## src/pbm_defs.svh

```systemverilog
`ifndef PBM_DEFS_SVH
`define PBM_DEFS_SVH
// byte count reaches 2^26, so 27 bits; words are 2^24 at most
`define PBM_BYTES_W 27
`define PBM_WORDS_W 25
`define PBM_WORD_BYTES 32'h4
`define PBM_FIFO_AW 4
`define PBM_FIFO_DEPTH 16
`define PBM_OVR_W 16
// pacer base derived from the card clock by a fractional accumulator
`define PBM_CLK_KHZ 125000
`define PBM_BASE_KHZ 4000
`define PBM_FRAC_W 8
`define PBM_FRAC_MOD (`PBM_CLK_KHZ / 1000)
`define PBM_FRAC_STEP (`PBM_BASE_KHZ / 1000)
`define PBM_MODE_PACER 2'h0
`define PBM_MODE_RISE 2'h1
`define PBM_MODE_FALL 2'h2
`define PBM_MODE_HSHK 2'h3
`endif

```

## src/pbm_pkg.sv

```systemverilog
package pbm_pkg;
  typedef enum logic [1:0] {
    PBM_IDLE = 2'b00,
    PBM_ARM = 2'b01,
    PBM_RUN = 2'b10
  } pbm_state_type;
endpackage : pbm_pkg

```

## src/pbm_dma.sv

```systemverilog
`timescale 1ns/1ps
`include "pbm_defs.svh"
module pbm_dma (
  input wire logic clk_in,
  input wire logic sys_rst_in,
  input wire logic start_in,
  input wire logic stop_in,
  input wire logic [1:0] sample_mode_in,
  input wire logic start_on_edge_in,
  input wire logic edge_down_in,
  input wire logic flush_buffer_on_start_in,
  input wire logic stop_input_on_done_in,
  input wire logic twin_half_enable_in,
  input wire logic irq_enable_in,
  input wire logic [`PBM_BYTES_W-1:0] byte_count_in,
  input wire logic [31:0] start_addr_in,
  input wire logic [15:0] pacer_divider_a_in,
  input wire logic [15:0] pacer_divider_b_in,
  input wire logic pacer_cascade_in,
  input wire logic half_clear_in,
  input wire logic [31:0] input_data_in,
  input wire logic input_request_in,
  input wire logic start_trigger_in,
  input wire logic mem_gnt_in,
  output logic input_acknowledge_out,
  output logic mem_req_out,
  output logic [31:0] mem_addr_out,
  output logic [31:0] mem_data_out,
  output logic transfer_running_out,
  output logic transfer_done_out,
  output logic done_irq_out,
  output logic half_filled_flag_out,
  output logic [`PBM_WORDS_W-1:0] samples_done_out,
  output logic [`PBM_OVR_W-1:0] overrun_count_out
);
  ////////////////////////////////////////////////////////////////////
  pbm_pkg::pbm_state_type state_ff, nxt_state;
  logic [31:0] din_s1_ff, din_s2_ff, hold_ff;
  logic rq_s1_ff, rq_s2_ff, rq_s3_ff, tg_s1_ff, tg_s2_ff, tg_s3_ff;
  logic sample_on_ff, pend_ff, ack_ff, done_ff, irq_ff, half_ff, run_ff;
  logic [`PBM_FRAC_W-1:0] frac_ff;
  logic [15:0] div_a_ff, div_b_ff;
  logic [31:0] fifo_mem [0:`PBM_FIFO_DEPTH-1];
  logic [`PBM_FIFO_AW:0] wr_ptr_ff, rd_ptr_ff;
  logic req_ff;
  logic [31:0] addr_ff, data_ff, waddr_ff;
  logic [`PBM_WORDS_W-1:0] total_ff, iss_left_ff, acc_ff, pos_ff;
  logic [`PBM_OVR_W-1:0] ovr_ff;
  ////////////////////////////////////////////////////////////////////
  // pin inputs pass two flops; stage three only feeds edge detection
  always_ff @(posedge clk_in or posedge sys_rst_in)
  begin
    if (sys_rst_in)
    begin
      din_s1_ff <= 32'h0;
      din_s2_ff <= 32'h0;
      {rq_s1_ff, rq_s2_ff, rq_s3_ff} <= 3'h0;
      {tg_s1_ff, tg_s2_ff, tg_s3_ff} <= 3'h0;
    end
    else
    begin
      din_s1_ff <= input_data_in;
      din_s2_ff <= din_s1_ff;
      {rq_s1_ff, rq_s2_ff, rq_s3_ff} <= {input_request_in, rq_s1_ff, rq_s2_ff};
      {tg_s1_ff, tg_s2_ff, tg_s3_ff} <= {start_trigger_in, tg_s1_ff, tg_s2_ff};
    end
  end
  ////////////////////////////////////////////////////////////////////
  // pacer: 4 MHz base ticks, then divider a, optionally divider b
  wire [`PBM_FRAC_W-1:0] frac_sum = frac_ff + `PBM_FRAC_W'(`PBM_FRAC_STEP);
  wire base_tick = frac_sum >= `PBM_FRAC_W'(`PBM_FRAC_MOD);
  wire a_wrap = base_tick && (div_a_ff >= pacer_divider_a_in - 16'h1);
  wire b_wrap = a_wrap && (div_b_ff >= pacer_divider_b_in - 16'h1);
  wire pacer_tick = pacer_cascade_in ? b_wrap : a_wrap;
  always_ff @(posedge clk_in or posedge sys_rst_in)
  begin
    if (sys_rst_in)
    begin
      frac_ff <= `PBM_FRAC_W'h0;
      div_a_ff <= 16'h0;
      div_b_ff <= 16'h0;
    end
    else
    begin
      frac_ff <= base_tick ? frac_sum - `PBM_FRAC_W'(`PBM_FRAC_MOD) : frac_sum;
      if (base_tick)
        div_a_ff <= a_wrap ? 16'h0 : div_a_ff + 16'h1;
      if (a_wrap)
        div_b_ff <= b_wrap ? 16'h0 : div_b_ff + 16'h1;
    end
  end
  ////////////////////////////////////////////////////////////////////
  // fifo between sampling and bus master
  wire [`PBM_FIFO_AW:0] fifo_lvl = wr_ptr_ff - rd_ptr_ff;
  wire fifo_empty = fifo_lvl == '0;
  wire fifo_full = fifo_lvl == (`PBM_FIFO_AW+1)'(`PBM_FIFO_DEPTH);
  wire flush_now = start_in && flush_buffer_on_start_in;
  wire fifo_wr = pend_ff && !fifo_full && !flush_now;
  wire rq_rise = rq_s2_ff && !rq_s3_ff;
  wire rq_fall = !rq_s2_ff && rq_s3_ff;
  wire hs_take = rq_s2_ff && !ack_ff && !pend_ff;
  wire sample_evt = sample_on_ff && !pend_ff &&
    ((sample_mode_in == `PBM_MODE_PACER) ? pacer_tick :
     (sample_mode_in == `PBM_MODE_RISE) ? rq_rise :
     (sample_mode_in == `PBM_MODE_FALL) ? rq_fall : hs_take);
  // a stalled sample holds its word rather than being lost
  always_ff @(posedge clk_in or posedge sys_rst_in)
  begin
    if (sys_rst_in)
    begin
      pend_ff <= 1'b0;
      hold_ff <= 32'h0;
      ack_ff <= 1'b0;
    end
    else
    begin
      if (sample_evt)
      begin
        pend_ff <= 1'b1;
        hold_ff <= din_s2_ff;
      end
      else if (fifo_wr || flush_now)
        pend_ff <= 1'b0;
      if (sample_evt && sample_mode_in == `PBM_MODE_HSHK)
        ack_ff <= 1'b1;
      else if (!rq_s2_ff)
        ack_ff <= 1'b0;
    end
  end
  always_ff @(posedge clk_in)
  begin
    if (fifo_wr)
      fifo_mem[wr_ptr_ff[`PBM_FIFO_AW-1:0]] <= hold_ff;
  end
  ////////////////////////////////////////////////////////////////////
  // bus master: one word per beat, request dropped when fifo runs dry
  wire running = state_ff != pbm_pkg::PBM_IDLE;
  wire can_issue = (state_ff == pbm_pkg::PBM_RUN) && !fifo_empty &&
    (iss_left_ff != '0) && (!req_ff || mem_gnt_in);
  wire beat = req_ff && mem_gnt_in;
  wire last_iss = iss_left_ff == `PBM_WORDS_W'h1;
  wire [`PBM_WORDS_W-1:0] acc_nxt = acc_ff + `PBM_WORDS_W'h1;
  wire [`PBM_WORDS_W-1:0] pos_nxt = pos_ff + `PBM_WORDS_W'h1;
  wire ring_end = pos_nxt == total_ff;
  wire half_hit = twin_half_enable_in && beat &&
    ((pos_nxt == (total_ff >> 1)) || ring_end);
  wire finish = beat && !twin_half_enable_in && acc_nxt == total_ff;
  always_ff @(posedge clk_in or posedge sys_rst_in)
  begin
    if (sys_rst_in)
    begin
      rd_ptr_ff <= '0;
      wr_ptr_ff <= '0;
      req_ff <= 1'b0;
      addr_ff <= 32'h0;
      waddr_ff <= 32'h0;
      data_ff <= 32'h0;
      iss_left_ff <= '0;
    end
    else
    begin
      if (fifo_wr)
        wr_ptr_ff <= wr_ptr_ff + (`PBM_FIFO_AW+1)'(1);
      if (flush_now)
        rd_ptr_ff <= wr_ptr_ff;
      else if (can_issue)
        rd_ptr_ff <= rd_ptr_ff + (`PBM_FIFO_AW+1)'(1);
      if (start_in || stop_in || finish)
        req_ff <= 1'b0;
      else if (can_issue)
        req_ff <= 1'b1;
      else if (beat)
        req_ff <= 1'b0;
      // next address kept apart so word zero lands on the start address
      if (start_in)
      begin
        waddr_ff <= start_addr_in;
        iss_left_ff <= byte_count_in[`PBM_BYTES_W-1:2];
      end
      else if (can_issue)
      begin
        data_ff <= fifo_mem[rd_ptr_ff[`PBM_FIFO_AW-1:0]];
        addr_ff <= waddr_ff;
        waddr_ff <= waddr_ff + `PBM_WORD_BYTES;
        iss_left_ff <= iss_left_ff - `PBM_WORDS_W'h1;
        if (twin_half_enable_in && last_iss)
        begin
          waddr_ff <= start_addr_in;
          iss_left_ff <= total_ff;
        end
      end
    end
  end
  ////////////////////////////////////////////////////////////////////
  // control state, counts and completion
  wire trig_seen = edge_down_in ? (!tg_s2_ff && tg_s3_ff) : (tg_s2_ff && !tg_s3_ff);
  always_comb
  begin
    nxt_state = state_ff;
    case (state_ff)
      pbm_pkg::PBM_IDLE:
        if (start_in)
          nxt_state = start_on_edge_in ? pbm_pkg::PBM_ARM : pbm_pkg::PBM_RUN;
      pbm_pkg::PBM_ARM:
        if (stop_in)
          nxt_state = pbm_pkg::PBM_IDLE;
        else if (trig_seen)
          nxt_state = pbm_pkg::PBM_RUN;
      pbm_pkg::PBM_RUN:
        if (stop_in || finish)
          nxt_state = pbm_pkg::PBM_IDLE;
      default:
        nxt_state = pbm_pkg::PBM_IDLE;
    endcase
  end
  wire arm_go = state_ff == pbm_pkg::PBM_ARM && nxt_state == pbm_pkg::PBM_RUN;
  wire go_now = start_in && !start_on_edge_in;
  wire nxt_running = nxt_state != pbm_pkg::PBM_IDLE;
  always_ff @(posedge clk_in or posedge sys_rst_in)
  begin
    if (sys_rst_in)
    begin
      state_ff <= pbm_pkg::PBM_IDLE;
      sample_on_ff <= 1'b0;
      run_ff <= 1'b0;
      total_ff <= '0;
      acc_ff <= '0;
      pos_ff <= '0;
      done_ff <= 1'b0;
      irq_ff <= 1'b0;
      half_ff <= 1'b0;
      ovr_ff <= '0;
    end
    else
    begin
      state_ff <= nxt_state;
      run_ff <= nxt_running;
      if (go_now || arm_go)
        sample_on_ff <= 1'b1;
      else if (stop_in || start_in || (finish && stop_input_on_done_in))
        sample_on_ff <= 1'b0;
      done_ff <= finish;
      irq_ff <= finish && irq_enable_in;
      if (start_in)
      begin
        total_ff <= byte_count_in[`PBM_BYTES_W-1:2];
        acc_ff <= '0;
        pos_ff <= '0;
        half_ff <= 1'b0;
        ovr_ff <= '0;
      end
      else
      begin
        if (beat && running)
        begin
          acc_ff <= acc_nxt;
          pos_ff <= ring_end ? '0 : pos_nxt;
        end
        // set wins over a clear in the same cycle
        if (half_hit && running)
          half_ff <= 1'b1;
        else if (half_clear_in)
          half_ff <= 1'b0;
        if (half_hit && running && half_ff && !half_clear_in)
          ovr_ff <= ovr_ff + `PBM_OVR_W'h1;
      end
    end
  end
  ////////////////////////////////////////////////////////////////////
  assign input_acknowledge_out = ack_ff;
  assign mem_req_out = req_ff;
  assign mem_addr_out = addr_ff;
  assign mem_data_out = data_ff;
  assign transfer_running_out = run_ff;
  assign transfer_done_out = done_ff;
  assign done_irq_out = irq_ff;
  assign half_filled_flag_out = half_ff;
  assign samples_done_out = acc_ff;
  assign overrun_count_out = ovr_ff;
endmodule : pbm_dma

```

## config.mk

```make
export PLATFORM = sky130hd
export DESIGN_NAME = pbm_dma
export DESIGN_NICKNAME = d
export VERILOG_FILES = /design/src/pbm_pkg.sv /design/src/pbm_dma.sv
export VERILOG_INCLUDE_DIRS = /design/src
export SDC_FILE = /design/constraint.sdc
export NUM_CORES = 1
export LEC_CHECK = 0
export ABC_AREA = 1
export BUFFER_PORTS_ARGS = -buffer_cell sky130_fd_sc_hd__buf_4
export CAP_MARGIN = 0
export CORE_ASPECT_RATIO = 1.5
export CORE_MARGIN = 2
export CORE_UTILIZATION = 30
export DETAILED_ROUTE_END_ITERATION = 7
export GPL_ROUTABILITY_DRIVEN = 0
export PLACE_DENSITY = 0.46
export SYNTH_ARGS = -nofsm -noshare
export SYNTH_HDL_FRONTEND = slang
export SYNTH_SLANG_ARGS = --single-unit
```

## constraint.sdc

```tcl
create_clock -name clk_in -period 14.9 [get_ports clk_in]
set_input_delay 1.49 -clock clk_in [delete_from_list [all_inputs] [get_ports clk_in]]
set_output_delay 1.49 -clock clk_in [all_outputs]
set_load 0.01 [all_outputs]
```

==> results.json <==
{
  "final_antenna_net_count": 0,
  "vias_per_cell": 4.907,
  "synth_top_area_cell": "edfxtp_1",
  "synth_top_area_share_pct": 38.41,
  "yosys.area_share.simple_pct": 17.34,
  "layout_commonest_cell": "nand2_1",
  "synth_area_per_cell_um2": 10.05,
  "area_growth_pct": 17.62,
  "whs_path_depth": 0,
  "cts_root_buffer": "clkbuf_16",
  "rr_startpoint": "rd_ptr_ff[1]",
  "drv_slew": 0,
  "cts_tree": "done",
  "crit_type": "primary input to register",
  "async_reset_ff_share_pct": 42.21,
  "tightest_slew_ns": 1.111,
  "finalPower_mw": 7.590,
  "synthCells": 3984,
  "cts_resized": 0,
  "rows": 164,
  "p_per_area_nw_per_um2": 161.2,
  "drive_above_1_share_pct": 12.23,
  "drt_iter0_drc": 1592,
  "clkLatencyLatePin_ns": 0.72,
  "hold_viol": 0,
  "post_cts_buffers": 0,
  "ys_warn_count": 0,
  "grt_pass1_wl_um": 184300,
  "cts_hold_buf": 0,
  "grt_pass1_vias": 29680,
  "status": "complete, no violations",
  "max_cap_violations": 0,
  "yosys_most_used_dff": "edfxtp_1",
  "groute.layer.met1.usage_pct": 21.27,
  "antenna_found_initial": 5,
  "end_kind": "register",
  "ys_seq_area_share_pct": 61.79,
  "timing.rr.end": "mem_addr_out[23]",
  "holdWs_ns": 0.3466,
  "grt_use_met3_pct": 3.135,
  "h-tree-depth": 3,
  "grt_usage_pct": 17.84,
  "period_minus_slack_ns": 5.021,
  "gr-usage-met2_pct": 32.02,
  "r2r_slack_ns": 10.39,
  "finClkSkew_ns": 0.04480,
  "muxShareOfSynthArea_pct": 0.02501,
  "syn_nets": 4179,
  "drt_first_pass_iters": 5,
  "rsz0062_at_grt": "false",
  "top_usage_layer": "met2",
  "ys_ff_latch": 886,
  "synth-edff-count": 512,
  "cp-start-kind": "primary input",
  "wirelength_um": 121900,
  "layout_common_cells": "nand2_1, nor2_1, edfxtp_1",
  "reg2reg_depth": 15,
  "numCtsBuffers": 94,
  "cellLeakagePower_nw": 18.89,
  "pin_count": 251,
  "cts_buffer_depth": 3,
  "worstHoldEndpoint": "din_s2_ff[27]",
  "fillCellCount": 13450,
  "arrival_ns": 5.55,
  "netlist_area_um2": 40030,
  "clk_pin_slew_ns": 0.06,
  "cp_max_fo": 66,
  "fin_area_um2": 47080,
  "grt_max_degree": 108,
  "start_util_pct": 30.15,
  "fin_crit_sh_pct": 33.70,
  "tns_ns": 0,
  "synthAdderAreaFrac_pct": 1.719,
  "synth_top_family_by_area": "simple AND/OR/NAND/NOR gates",
  "synth_cell_type_count": 54,
  "dieArea_um2": 136400,
  "io_buffers": 248,
  "dpl_cell_area_um2": 43840,
  "fmax_mhz": 199.2,
  "hpwl_um": 76890,
  "synth-xor-area-share_pct": 2.435,
  "synth-compound-area-share_pct": 11.79,
  "dr_total_vias": 29580,
  "setup_viol": 0,
  "wl_per_cell_um": 20.21,
  "finalNetCount": 4402,
  "core_area_um2": 132800,
  "grt-ovfl-total": 0,
  "cp_data_required_time_ns": 15.43,
  "drc": 0,
  "hp-class": "register to register",
  "cts_sinks": 886,
  "min_from": "din_s1_ff[27]",
  "maxSlewHeadroom_pct": 25.96,
  "die_y_um": 451.4,
  "ir_drop_uv": 103.5,
  "synth_top_cells_by_area": "edfxtp_1, dfrtp_1, nand2_1",
  "die_x_um": 302.3
}
## stage by stage
step / worst slack, ns / util, % / std cells
2_1_floorplan: 3.023 / - / 3984
6_report: 9.879 / 35.46 / 6029
3_3_place_gp: 9.006 / 33.02 / 5854
5_1_grt: 9.196 / 35.46 / 6029
3_5_place_dp: 9.037 / 33.02 / 5854
4_1_cts: 9.811 / 35.46 / 6028
## cell type report
class / count / area, um^2 / share of cell area [%]
flip-flops and latches: 886 / 24740 / 52.55
clock buffers: 123 / 2572 / 5.464
clock inverters: 51 / 663.1 / 1.409
repair buffers: 297 / 2230 / 4.736
inverters: 317 / 1204 / 2.557
multi-input cells: 2611 / 13490 / 28.64
well taps: 1743 / 2181 / 4.632
diodes: 1 / 2.502 / 0.005315
## where the power goes
part | switching, mW | internal [mW]
sequential | 0.326 | 2.95
combinational | 1.22 | 0.626
clock | 1.04 | 1.42
## routing by layer
metal	wire [um]	share of wire (%)	vias to the layer above
met5	44	0.036	-
met1	49650	41	14550
li1	-	-	14230
met4	3744	3.1	8
met3	5911	4.9	174
met2	62510	51	622
## flip-flops by register name (all words and copies together) (netlist names), 2 cells and up
name and flops:
hold_ff 32, div_b_ff 16, iss_left_ff 25, din_s2_ff 32, fifo_mem 512, wr_ptr_ff 5
waddr_ff 32, div_a_ff 16, frac_ff 8, mem_data_out 32, pos_ff 25, samples_done_out 25
overrun_count_out 16, state_ff 2, din_s1_ff 32, total_ff 25, rd_ptr_ff 5, mem_addr_out 32
## Yosys cell counts (50+ instances only)
master    count
o221ai_1     50
o22ai_1      99
edfxtp_1    512
ha_1         55
nand4_1      54
nor3_1       63
nand3_1     195
a21oi_1     110
o21ai_0     449
dfrtp_1     374
nand2_1     669
clkbuf_1    136
xor2_1       77
nor2_1      568
inv_1       309
## worst max-delay path by stage
stage	from	end	slack, ns	cells after the start
4_1_cts	pacer_divider_b_in[0]	hold_ff[1]	9.81	22
6_report	pacer_divider_b_in[2]	hold_ff[6]	9.88	22
3_3_place_gp	pacer_divider_b_in[0]	pend_ff	9.01	22
2_1_floorplan	sys_rst_in	din_s1_ff[0]	3.02	1
3_5_place_dp	pacer_divider_b_in[0]	hold_ff[5]	9.04	22
5_1_grt	pacer_divider_b_in[0]	hold_ff[4]	9.20	22
## worst max-delay path: stages
cell and delay, ns:
buf_4 0.12, nor2_1 0.09, nand2_1 0.09, nor3_1 0.28
nand2_1 0.14, nor3_1 0.30, nand2_1 0.12, nor2_1 0.10
inv_1 0.07, nor4_1 0.22, xor2_1 0.18, inv_1 0.05
ha_1 0.30, a21oi_1 0.16, o21ai_0 0.12, nor2_1 0.14
nand2_1 0.07, a31oi_1 0.40, nor2_4 0.16, o21ai_4 0.14
buf_4 0.60, o21ai_0 0.17
## cells by family (layout without fill, tap and decap cells)
| logic type | Yosys count | count (layout) |
|---|---|---|
| AOI/OAI and AO/OA | 820 | 820 |
| xor gates and xnor gates | 105 | 105 |
| adders and majority gates | 55 | 55 |
| buffers and inverters | 487 | 788 |
| DFF | 886 | 886 |
| muxes | 1 | 1 |
| other | 0 | 1 |
| and+or+nand+nor | 1630 | 1630 |
(Power assumes the default switching activity.)
